--- src/core/adc_ctrl_pkg.sv ---
// package: constants and carrier types for the converter control block
package adc_ctrl_pkg;

  // clock and timing
  localparam int CLK_PERIOD_NS   = 5;
  localparam int CONV_TIME_NS    = 10000;
  localparam int CONV_MAX_CYCLES = CONV_TIME_NS / CLK_PERIOD_NS;  // longest time: round down
  localparam int READ_GAP_NS     = 1100;                          // host side spacing
  localparam int SETTLE_TIME_NS  = 9000;                          // host side settling
  localparam int SAR_BIT_CYCLES  = (CONV_MAX_CYCLES - 16) / 12;   // margin for sync lag

  // port offsets inside the 32-byte block
  localparam logic [4:0] OFS_STATUS = 5'h0b;
  localparam logic [4:0] OFS_CHANNEL_CONTROL_PORT = 5'h0c;
  localparam logic [4:0] OFS_START  = 5'h0d;
  localparam logic [4:0] OFS_LOW    = 5'h0c;
  localparam logic [4:0] OFS_HIGH   = 5'h0d;

  // field positions
  localparam int BIT_FAULT    = 0;
  localparam int BIT_BUSY     = 1;
  localparam int BIT_DAC_EN   = 2;
  localparam int BIT_UNIPOLAR = 3;
  localparam int BIT_CH_MODE  = 3;

  // reset values
  localparam logic [2:0]  CHAN_RST   = 3'h0;
  localparam logic [11:0] RESULT_RST = 12'h000;
  localparam logic [7:0]  DATA_RST   = 8'h00;

  // isa pins as seen by the card
  typedef struct packed {
    logic [15:0] addr;
    logic        aen;
    logic        iow_n;
    logic        ior_n;
    logic [7:0]  data;
  } isa_bus_t;

  // everything that arrives from outside the clock domain
  typedef struct packed {
    isa_bus_t    bus;
    logic [10:0] base;
    logic        uni_strap;
    logic        cmp;
  } pin_in_t;

  typedef enum logic [1:0] {
    SAR_IDLE  = 2'b01,
    SAR_TRIAL = 2'b10
  } sar_state_t;

endpackage : adc_ctrl_pkg

--- src/core/adc_conversion_control.sv ---
// isa i/o slave front end, channel select, start, status and result ports
module adc_conversion_control
  import adc_ctrl_pkg::*;
#(
  parameter int BIT_CYCLES = SAR_BIT_CYCLES
) (
  input  wire logic        clk,
  input  wire logic        rstn,
  input  wire logic        ce,
  input  wire isa_bus_t    isa_in,
  input  wire logic [10:0] base_addr,
  input  wire logic        uni_strap,
  input  wire logic        cmp_in,
  input  wire logic        dac_enabled,
  input  wire logic        fault,
  output logic      [7:0]  sd_out,
  output logic             sd_oe,
  output logic      [2:0]  mux_sel,
  output logic      [11:0] sar_trial,
  output logic             conv_start_strobe_n,
  output logic             result_low_read_strobe_n,
  output logic             result_high_read_strobe_n,
  output logic             conv_busy_flag
);

  pin_in_t     raw_w;
  pin_in_t     pin_s;
  isa_bus_t    bus_s;
  logic        sel_w;
  logic [4:0]  ofs_w;
  logic        wr_lvl_w;
  logic        rd_lvl_w;
  logic        iow_n_q;
  logic        wr_edge_w;
  logic        start_w;
  logic        rd_map_w;
  logic [7:0]  rd_data_w;
  logic [7:0]  status_w;
  logic [11:0] code_w;
  logic        done_w;
  logic        mode_uni_r;
  logic [11:0] result_r;
  logic [4:0]  sd_ofs_r;

  // bus pins, base, strap and comparator cross two flops before any decode looks at them; dac_enabled and fault do not
  assign raw_w.bus.addr  = isa_in.addr;
  assign raw_w.bus.aen   = isa_in.aen;
  assign raw_w.bus.iow_n = !isa_in.iow_n;  // crosses inverted: all-zero reset means idle
  assign raw_w.bus.ior_n = !isa_in.ior_n;
  assign raw_w.bus.data  = isa_in.data;
  assign raw_w.base      = base_addr;
  assign raw_w.uni_strap = uni_strap;
  assign raw_w.cmp       = cmp_in;

  pin_sync #(
    .W ($bits(pin_in_t))
  ) u_sync (
    .clk  (clk),
    .rstn (rstn),
    .ce   (ce),
    .d    (raw_w),
    .q    (pin_s)
  );

  // strobes are active low again on this side; straight after reset they read idle,
  // so the write edge detector cannot see a false falling edge
  assign bus_s.addr  = pin_s.bus.addr;
  assign bus_s.aen   = pin_s.bus.aen;
  assign bus_s.iow_n = !pin_s.bus.iow_n;
  assign bus_s.ior_n = !pin_s.bus.ior_n;
  assign bus_s.data  = pin_s.bus.data;

  // full 16-bit decode, dma cycles (aen high) never select the card
  assign sel_w    = !bus_s.aen && (bus_s.addr[15:5] == pin_s.base);
  assign ofs_w    = bus_s.addr[4:0];
  assign wr_lvl_w = sel_w && !bus_s.iow_n;
  assign rd_lvl_w = sel_w && !bus_s.ior_n;

  // strobes follow the host strobes as levels, gated by the port address
  assign conv_start_strobe_n       = !(wr_lvl_w && ofs_w == OFS_START);
  assign result_low_read_strobe_n  = !(rd_lvl_w && ofs_w == OFS_LOW);
  assign result_high_read_strobe_n = !(rd_lvl_w && ofs_w == OFS_HIGH);

  // one action per write: act on the falling edge of the write strobe only
  always_ff @(posedge clk or negedge rstn) begin
    if (!rstn) begin
      iow_n_q <= 1'b1;
    end else if (ce) begin
      iow_n_q <= bus_s.iow_n;
    end
  end

  assign wr_edge_w = iow_n_q && !bus_s.iow_n && sel_w;
  assign start_w   = wr_edge_w && ofs_w == OFS_START;

  // channel select; mode bit set means the write targets enables held elsewhere
  always_ff @(posedge clk or negedge rstn) begin
    if (!rstn) begin
      mux_sel <= CHAN_RST;
    end else if (ce) begin
      if (wr_edge_w && ofs_w == OFS_CHANNEL_CONTROL_PORT && !bus_s.data[BIT_CH_MODE]) begin
        mux_sel <= bus_s.data[2:0];
      end
    end
  end

  sar_engine #(
    .BIT_CYCLES (BIT_CYCLES)
  ) u_sar (
    .clk   (clk),
    .rstn  (rstn),
    .ce    (ce),
    .start (start_w),
    .cmp   (pin_s.cmp),
    .trial (sar_trial),
    .code  (code_w),
    .done  (done_w),
    .busy  (conv_busy_flag)
  );

  // format is latched at start so a strap change cannot split one result
  always_ff @(posedge clk or negedge rstn) begin
    if (!rstn) begin
      mode_uni_r <= 1'b1;
    end else if (ce) begin
      if (start_w) begin
        mode_uni_r <= pin_s.uni_strap;
      end
    end
  end

  // result changes only when a conversion completes; bipolar flips the offset-binary msb
  always_ff @(posedge clk or negedge rstn) begin
    if (!rstn) begin
      result_r <= RESULT_RST;
    end else if (ce) begin
      if (done_w) begin
        if (mode_uni_r) begin
          result_r <= code_w;
        end else begin
          result_r <= {~code_w[11], code_w[10:0]};
        end
      end
    end
  end

  // status byte, upper nibble reads zero
  assign status_w = {4'h0, pin_s.uni_strap, dac_enabled, conv_busy_flag, fault};

  // read mux; unlisted offsets belong to other functions and are not driven
  always_comb begin
    rd_map_w  = 1'b1;
    rd_data_w = DATA_RST;
    case (ofs_w)
      OFS_STATUS: rd_data_w = status_w;
      OFS_LOW:    rd_data_w = result_r[7:0];
      OFS_HIGH:   rd_data_w = {4'h0, result_r[11:8]};
      default:    rd_map_w  = 1'b0;
    endcase
  end

  // enable is registered so the bus sees it change together with the data
  always_ff @(posedge clk or negedge rstn) begin
    if (!rstn) begin
      sd_oe <= 1'b0;
    end else if (ce) begin
      sd_oe <= rd_lvl_w && rd_map_w;
    end
  end

  // offset behind the registered data, so the checks know which port was read
  always_ff @(posedge clk or negedge rstn) begin
    if (!rstn) begin
      sd_ofs_r <= 5'h00;
    end else if (ce) begin
      sd_ofs_r <= ofs_w;
    end
  end

  // data loads only during a decoded read and holds otherwise, which saves
  // toggling the bus drivers while the card is not addressed
  always_ff @(posedge clk or negedge rstn) begin
    if (!rstn) begin
      sd_out <= DATA_RST;
    end else if (ce) begin
      if (rd_lvl_w && rd_map_w) begin
        sd_out <= rd_data_w;
      end
    end
  end

  // helper: cycles spent busy since the last start
  logic [15:0] busy_cnt_r;
  always_ff @(posedge clk or negedge rstn) begin
    if (!rstn) begin
      busy_cnt_r <= 16'h0000;
    end else if (ce) begin
      if (start_w) begin
        busy_cnt_r <= 16'h0000;
      end else if (conv_busy_flag) begin
        busy_cnt_r <= busy_cnt_r + 16'h0001;
      end
    end
  end

  chk_conv_time_bound: assert property (@(posedge clk) disable iff (!rstn)
    busy_cnt_r < 16'(CONV_MAX_CYCLES)) else $error("conversion exceeded time limit");

  chk_start_sets_busy: assert property (@(posedge clk) disable iff (!rstn)
    start_w && ce |=> conv_busy_flag) else $error("start did not set busy");

  chk_start_strobe_coincide: assert property (@(posedge clk) disable iff (!rstn)
    !conv_start_strobe_n |-> !bus_s.iow_n && sel_w && ofs_w == OFS_START)
    else $error("start strobe without host write");

  chk_low_read_strobe: assert property (@(posedge clk) disable iff (!rstn)
    (!bus_s.ior_n && sel_w && ofs_w == OFS_LOW) |-> !result_low_read_strobe_n)
    else $error("low read strobe missing");

  chk_high_read_strobe: assert property (@(posedge clk) disable iff (!rstn)
    (!bus_s.ior_n && sel_w && ofs_w == OFS_HIGH) |-> !result_high_read_strobe_n)
    else $error("high read strobe missing");

  chk_high_nibble_zero: assert property (@(posedge clk) disable iff (!rstn)
    sd_oe && sd_ofs_r == OFS_HIGH |-> sd_out[7:4] == 4'h0)
    else $error("high result upper bits not zero");

  chk_bipolar_format: assert property (@(posedge clk) disable iff (!rstn)
    done_w && ce && !mode_uni_r |=> result_r == {~$past(code_w[11]), $past(code_w[10:0])})
    else $error("bipolar result not two's complement");

  chk_unipolar_format: assert property (@(posedge clk) disable iff (!rstn)
    done_w && ce && mode_uni_r |=> result_r == $past(code_w))
    else $error("unipolar result not straight binary");

  chk_result_held: assert property (@(posedge clk) disable iff (!rstn)
    !done_w |=> $stable(result_r)) else $error("result changed without completion");

  chk_decode_only: assert property (@(posedge clk) disable iff (!rstn)
    $rose(sd_oe) |-> $past(sel_w) && !$past(bus_s.ior_n))
    else $error("bus driven without decoded read");

  chk_channel_route: assert property (@(posedge clk) disable iff (!rstn)
    wr_edge_w && ce && ofs_w == OFS_CHANNEL_CONTROL_PORT && !bus_s.data[BIT_CH_MODE]
    |=> mux_sel == $past(bus_s.data[2:0])) else $error("channel not routed");

  chk_busy_status: assert property (@(posedge clk) disable iff (!rstn)
    sd_oe && sd_ofs_r == OFS_STATUS && $past(ce) && $past(rd_lvl_w)
    |-> sd_out[BIT_BUSY] == $past(conv_busy_flag)) else $error("status busy bit wrong");

  // checks that look one edge back also want ce high there, since a frozen
  // edge leaves the registers showing older values than the sampled inputs
  chk_oe_needs_read: assert property (@(posedge clk) disable iff (!rstn)
    sd_oe && $past(ce) |-> $past(rd_lvl_w) && $past(rd_map_w))
    else $error("data driven without a decoded read");

  chk_refused_quiet: assert property (@(posedge clk) disable iff (!rstn)
    !sel_w && ce |=> !sd_oe) else $error("data driven for a foreign address");

  chk_low_byte_value: assert property (@(posedge clk) disable iff (!rstn)
    sd_oe && sd_ofs_r == OFS_LOW && $past(ce) |-> sd_out == $past(result_r[7:0]))
    else $error("low result byte wrong");

  chk_high_nibble_value: assert property (@(posedge clk) disable iff (!rstn)
    sd_oe && sd_ofs_r == OFS_HIGH && $past(ce) |-> sd_out[3:0] == $past(result_r[11:8]))
    else $error("high result nibble wrong");

  chk_status_upper_zero: assert property (@(posedge clk) disable iff (!rstn)
    sd_oe && sd_ofs_r == OFS_STATUS |-> sd_out[7:4] == 4'h0)
    else $error("status upper bits not zero");

  chk_busy_from_start: assert property (@(posedge clk) disable iff (!rstn)
    $rose(conv_busy_flag) |-> $past(start_w)) else $error("busy set without start");

  chk_mode_latch: assert property (@(posedge clk) disable iff (!rstn)
    start_w && ce |=> mode_uni_r == $past(pin_s.uni_strap))
    else $error("format not taken at start");

  chk_mode_held: assert property (@(posedge clk) disable iff (!rstn)
    !start_w |=> $stable(mode_uni_r)) else $error("format changed without start");

  chk_channel_held: assert property (@(posedge clk) disable iff (!rstn)
    !wr_edge_w |=> $stable(mux_sel)) else $error("channel changed without write");

  chk_idle_no_start: assert property (@(posedge clk) disable iff (!rstn)
    bus_s.iow_n |-> conv_start_strobe_n) else $error("start strobe without write");

  chk_idle_no_read: assert property (@(posedge clk) disable iff (!rstn)
    bus_s.ior_n |-> result_low_read_strobe_n && result_high_read_strobe_n)
    else $error("read strobe without host read");

  chk_freeze_state: assert property (@(posedge clk) disable iff (!rstn)
    !ce |=> $stable(conv_busy_flag) && $stable(mux_sel) && $stable(result_r)
    && $stable(sar_trial)) else $error("state moved while clock enable low");

endmodule : adc_conversion_control

--- src/core/pin_sync.sv ---
// two-flop synchroniser for a bundle of asynchronous pins
module pin_sync #(
  parameter int W = 1
) (
  input  wire logic         clk,
  input  wire logic         rstn,
  input  wire logic         ce,
  input  wire logic [W-1:0] d,
  output logic      [W-1:0] q
);

  logic [W-1:0] meta_r;

  // first stage is read only by the second stage
  always_ff @(posedge clk or negedge rstn) begin
    if (!rstn) begin
      meta_r <= '0;
      q      <= '0;
    end else if (ce) begin
      meta_r <= d;
      q      <= meta_r;
    end
  end

endmodule : pin_sync

--- src/core/sar_engine.sv ---
// successive-approximation sequencer driving the trial dac and reading the comparator
module sar_engine
  import adc_ctrl_pkg::*;
#(
  parameter int BIT_CYCLES = SAR_BIT_CYCLES
) (
  input  wire logic        clk,
  input  wire logic        rstn,
  input  wire logic        ce,
  input  wire logic        start,
  input  wire logic        cmp,
  output logic      [11:0] trial,
  output logic      [11:0] code,
  output logic             done,
  output logic             busy
);

  localparam int CW = $clog2(BIT_CYCLES + 1);
  localparam logic [CW-1:0] CNT_LAST = CW'(BIT_CYCLES - 1);

  sar_state_t     state_r;
  logic [CW-1:0]  cnt_r;
  logic [3:0]     bit_r;

  // a start always restarts, even mid conversion; each bit settles for a full window
  always_ff @(posedge clk or negedge rstn) begin
    if (!rstn) begin
      state_r <= SAR_IDLE;
      cnt_r   <= '0;
      bit_r   <= 4'hb;
      trial   <= 12'h000;
      code    <= RESULT_RST;
      done    <= 1'b0;
      busy    <= 1'b0;
    end else if (ce) begin
      done <= 1'b0;
      if (start) begin
        state_r <= SAR_TRIAL;
        cnt_r   <= '0;
        bit_r   <= 4'hb;
        trial   <= 12'h800;
        busy    <= 1'b1;
      end else begin
        case (state_r)
          SAR_IDLE: begin
            cnt_r <= '0;
          end
          SAR_TRIAL: begin
            if (cnt_r == CNT_LAST) begin
              cnt_r <= '0;
              if (!cmp) begin
                trial[bit_r] <= 1'b0;
              end
              if (bit_r == 4'h0) begin
                code    <= {trial[11:1], cmp};
                done    <= 1'b1;
                busy    <= 1'b0;
                state_r <= SAR_IDLE;
              end else begin
                trial[bit_r - 4'h1] <= 1'b1;
                bit_r               <= bit_r - 4'h1;
              end
            end else begin
              cnt_r <= cnt_r + CW'(1);
            end
          end
          default: begin
            state_r <= SAR_IDLE;
          end
        endcase
      end
    end
  end

  chk_done_clears_busy: assert property (@(posedge clk) disable iff (!rstn)
    done |-> !busy) else $error("busy still set after result");

endmodule : sar_engine
--- config.mk ---
export PLATFORM = sky130hd
export DESIGN_NAME = adc_conversion_control
export DESIGN_NICKNAME = d
export VERILOG_FILES = /design/src/core/adc_ctrl_pkg.sv /design/src/core/adc_conversion_control.sv /design/src/core/pin_sync.sv /design/src/core/sar_engine.sv
export SDC_FILE = /design/constraint.sdc
export NUM_CORES = 1
export LEC_CHECK = 0
export BUFFER_PORTS_ARGS = -buffer_cell sky130_fd_sc_hd__buf_2
export CORE_MARGIN = 4
export CORE_UTILIZATION = 53
export CTS_BUF_LIST = sky130_fd_sc_hd__clkbuf_16
export DETAILED_ROUTE_END_ITERATION = 12
export GPL_TIMING_DRIVEN = 0
export PLACE_DENSITY = 0.81
export SLEW_MARGIN = 20
export SYNTH_ARGS = -nofsm -noshare
export SYNTH_HDL_FRONTEND = slang
export SYNTH_HIERARCHICAL = 1
export SYNTH_SLANG_ARGS = --single-unit
--- constraint.sdc ---
create_clock -name clk -period 2.2 [get_ports clk]
set_clock_uncertainty 0.05 [all_clocks]
set_input_delay 0.22 -clock clk [delete_from_list [all_inputs] [get_ports clk]]
set_output_delay 0.22 -clock clk [all_outputs]
set_load 0.01 [all_outputs]
# After elaboration in Yosys (flattened, before gate mapping)
# Index checks and enable logic that the tools add are counted.
# totals
mem_bits_rw	0
register_bits	146
inputBits	45
latch_bits	0
mem_bits_ro	0
n_memories	0
# op_classes
bitwise_logic	5
shifts	0
n_addsub	2
reduce_logical	38
n_eq_ne	11
magnitude_cmp	4
multipliers	0
n_mux	35
div	0
# ops
op	n
2-to-1 mux 12 bit	10
one-hot mux 8 bit (3 select lines)	1
2-to-1 mux 4 bit	4
2-to-1 mux 8 bit	2
one-hot mux 8 bit (2 select lines)	1
equality test 5 x 4 -> 1 bit, second input constant	3
logical AND 1 bit	14
bitwise AND 12 bit	1
NOT 12 bit	1
OR 12 bit	1
AND reduction 4 bit	3
equality test 11 bit	1
2-to-1 mux 1 bit	11
less-than comparator 4 x 5 -> 1 bit, second input constant	2
AND reduction 2 bit	5
adder 8 x 1 -> 8 bit, second input constant	1
demux 1 bit (select 4 bit)	2
equality test 8 bit, second input constant	1
greater-or-equal comparator 4 x 1 -> 1 bit, second input constant	2
logical NOT 1 bit	8
2-to-1 mux 2 bit	3
!= test 3 x 2 -> 1 bit, second input constant	2
nonzero test 2 bit	3
AND reduction 5 bit	1
other kinds (10)	12

# Longest topological paths before layout
# logic_depth
word_depth	16
ltp_mapped	9
depth_no_buf	7

# Modules after synthesis
# The synthesis kept the hierarchy.
# modules_own_cells
module	cells_per_inst	n_inst	seq_area_each_um2	area_per_inst_um2
pin_sync	169	1	2001.9	3374.5
sar_engine	198	1	1006.0	2069.5
adc_conversion_control	111	1	653.1	1303.8

# Least setup slack after synthesis
# Ideal clock, no wire load.
# synth_timing
path_type	register to register
from	reg u_sync.q[2]
to	reg u_sar.trial[4]
arrival_ns	2.217
t_required_ns	2.011
stages_incl_launch_ff	10
setup_slack_ns	-0.207
path_cell_list	dfrtp_1 xor2_1 nor4_2 and3_1 and4_1 clkbuf_1 nand2_1 clkbuf_1 o311ai_0 o21ai_0
# synth_via
elab_chain_len	6
elab_cells_between_ends	8
# synth_rtl
element	line_no	text
from (decl)	pin_sync.sv:9	output logic [W-1:0] q
from (signal assigned)	pin_sync.sv:21	q <= meta_r;
equality test 11 bit (*)	adc_conversion_control.sv:74	assign sel_w = !bus_s.aen && (bus_s.addr[15:5] == pin_s.base);
logical AND 1 bit (*)	adc_conversion_control.sv:74	
logical AND 1 bit (*)	adc_conversion_control.sv:93	assign wr_edge_w = iow_n_q && !bus_s.iow_n && sel_w;
logical AND 1 bit (*)	adc_conversion_control.sv:94	assign start_w = wr_edge_w && ofs_w == OFS_START;
via start_w	adc_conversion_control.sv:35	logic start_w;
nonzero test 2 bit (no line)	--	
AND reduction 3 bit (no line)	--	
to (signal assigned)	sar_engine.sv:31	trial <= 12'h000;
to (signal assigned)	sar_engine.sv:41	trial <= 12'h800;
to (signal, indexed assignment)	sar_engine.sv:52	trial[bit_r] <= 1'b0;
to (decl)	sar_engine.sv:12	output logic [11:0] trial,
# Mark *: on every way through the listed nets, which the timed path passes. The rest lies on a longest branch.
# A chain may end at the register's enable or synchronous reset.

# Final worst setup path
# layout_timing
from	reg u_sync.q[11]
to	reg u_sar.cnt_r[4]
# layout_via
elab_chain_len	6
elab_cells_between_ends	7
# layout_rtl
element	line_no	text
equality test 11 bit (*)	adc_conversion_control.sv:74	
logical AND 1 bit (*)	adc_conversion_control.sv:74	
logical AND 1 bit (*)	adc_conversion_control.sv:93	
logical AND 1 bit (*)	adc_conversion_control.sv:94	
via start_w	adc_conversion_control.sv:35	
nonzero test 3 bit (no line)	--	
AND reduction 2 bit (no line)	--	
to (signal assigned)	sar_engine.sv:64	cnt_r <= cnt_r + CW'(1);
to (decl)	sar_engine.sv:22	logic [CW-1:0] cnt_r;
# Marks and branches as above.

==> metrics.yaml <==
run_status:
  status: "complete, but fails checks"
  violations: "setup timing"
timing:
  slew_viol_final: 0
  max_freq_mhz: 404
  finalCritPeriodShare_pct: 112
  worst_slack_ps: -274
  setup_viol: 40
  grt_setup_unrepaired: "true"
  hold_viol: 0
  period_needed_ps: 2470
  worst_pin_slew_ps: 556
  relSlewSlack_pct: 62.7
floorplanning:
  core.rowCount: 39
  start_util_pct: 55.1
  num_io_pins: 73
  dieWidth_microns: 118
  dieArea_sq_mm: 0.0140
  chipHeight_microns: 118
  core_sq_mm: 0.0117
worst_setup_path:
  worst_path_max_delay_cell: "dfrtp_1"
  crit_required_ps: 2490
  cp-start-kind: "flop"
  critPathKind: "flop to flop"
  cp_common_cell: "xor2_1"
  endpoint_kind: "flop"
  cp_cell_sequence: "xor2_1, nor4_4, and3_4, and4_4, clkbuf_16, buf_12, o2111ai_1, xor2_1, nor2_1"
  crit_fanout: 7
  critPathBufInv: 2
  arrival_ps: 2770
  slowest_delay_ps: 400
  r2r_slack_ps: -270
  critPathTopFamily: "simple AND/OR/NAND/NOR gates"
place:
  globalplace.congestion: 0.859
  placed_cells: 674
  portBuffers: 68
  hpwl_microns: 9050
route:
  vias: 4272
  ant_nets: 0
  wire_per_inst_microns: 20.0
  drt-initial-drc-count: 415
  drt_pre_antenna_iters: 6
  drt-total-wl_microns: 15000
  drc: 0
  via_per_inst: 5.71
grt:
  globalRouteTotalUtil_pct: 21.9
  grt_max_degree: 78
  grt_pass1_vias: 4682
  grt_pass1_wl_microns: 24200
  overflow: 0
  antenna_found_initial: 0
clocking:
  cts_root_buf: "clkbuf_16"
  max-clock-path-buffers: 2
  clock_latency_ps: 420
  clk_pin_slew_ps: 60
  cts.sinks: 138
  numCtsBuffers: 17
  cts_tree: "built"
  htreeDepth: 4
final_layout:
  post-route-util_pct: 70.7
  regArea_sq_mm: 0.00346
  finalNonFillerCells: 748
  fin_nets: 643
  antennaDiodeCount: 0
  drive_above_1_share_pct: 41.8
  final.fill_count: 726
  syn_to_final_growth_pct: 28.2
  multiInputGateArea_sq_mm: 0.00286
power_and_ir_drop:
  power.leakage_nw: 3.95
  irDropWorstVdd_v: 0.000609
  power.density_mw_per_mm2: 769
yosys:
  synth_cells: 462
  synth.yosys.warnings: 6
  netlist_area_sq_mm: 0.00643
  syn_nets: 513
  syn_avg_cell_area_sq_um: 13.9
min_path:
  hold_class: "input pin to flop"
flow_run:
  cap_violations: 0
==> flip-flops by register name (all words and copies together), names as in the netlist, 2 cells and up <==
signal / flops
u_sync/meta_r: 36
u_sync/q: 36
result_r: 12
u_sar/code: 12
u_sar/trial: 12
sd_out: 8
u_sar/cnt_r: 8
u_sar/bit_r: 4
mux_sel: 3
u_sar/state_r: 2
==> area by class of cell <==
| type | count | area share, % |
|---|---|---|
| plain buffers | 21 | 3.43 |
| clock buffers | 17 | 5.16 |
| clock inverters | 15 | 1.84 |
| inverters | 21 | 0.957 |
| multi-input cells | 282 | 34.7 |
| flip-flops and latches | 138 | 42.0 |
| well taps | 143 | 2.17 |
| repair buffers | 111 | 9.73 |
==> path summary, 6_finish.rpt <==
check | startpoint | end | cells after the start
max | u_sync/q[11] | u_sar/cnt_r[4] | 9
min | base_addr[0] | u_sync/meta_r[2] | 2
max reg2reg | u_sync/q[11] | u_sar/cnt_r[4] | 9
min reg2reg | u_sar/code[6] | u_sar/code[6] | 1
max in group asynchronous | rstn | u_sar/bit_r[3] | 3
min in group asynchronous | rstn | u_sync/meta_r[36] | 2
==> where the power goes <==
part | switching, W | internal [W]
Sequential | 0.000148 | 0.00272
Clock | 0.00112 | 0.00167
Combinational | 0.000279 | 0.000410
==> repair_timing <==
| action | CTS | global route |
|---|---|---|
| cloned | 2 | 0 |
| pin swaps | 8 | 6 |
| setup endpoints to repair | 43 | 43 |
| endpoints found under the hold margin | 89 | 1 |
| hold buffers | 31 | 1 |
| resized for setup | 17 | 20 |
| buffers inserted | 6 | 2 |
==> metal layers <==
layer,GRT usage [%],routed length (microns)
met5,0,0
met4,8.94,393
met3,5.19,629
met2,36.7,7630
met1,27.4,6320
==> worst reg2reg max path: stages, from the launching register on <==
cell and delay [ps]:
dfrtp_1 400, xor2_1 200, nor4_4 370, and3_4 260, and4_4 310, clkbuf_16 200, buf_12 110, o2111ai_1 180
xor2_1 190, nor2_1 130
==> through the flow <==
step / total power (W) / hold WS, ps / worst slack [ps] / setup TNS [ps] / cell area (sq um)
2_1_floorplan: 0.00327 / -126 / -15.6 / -118 / 6500
3_3_place_gp: 0.00343 / 401 / -885 / -130850 / 7020
3_5_place_dp: 0.00346 / 132 / -488 / -15440 / 7050
4_1_cts: 0.00632 / 0.328 / -181 / -4350 / 8120
5_1_grt: 0.00656 / 1.79 / -355 / -10090 / 8240
6_report: 0.00634 / 19.1 / -274 / -6770 / 8240
==> placed cells by master (no fill, tap or decap), types with 5 or more instances in the layout <==
master	count
nand2_1	15
buf_2	70
buf_4	7
nand3_1	7
nand4_1	5
nand2b_1	7
clkbuf_16	18
mux2_4	72
mux2_1	9
mux2_2	18
dfstp_2	6
xor2_1	15
buf_12	10
o21ai_1	8
ha_1	6
inv_1	23
o21ai_0	7
nor3_1	9
dlygate4sd3_1	32
nor2_1	14
mux2i_1	9
dfrtp_1	132
No activity file was read; power rests on OpenSTA's default activity.
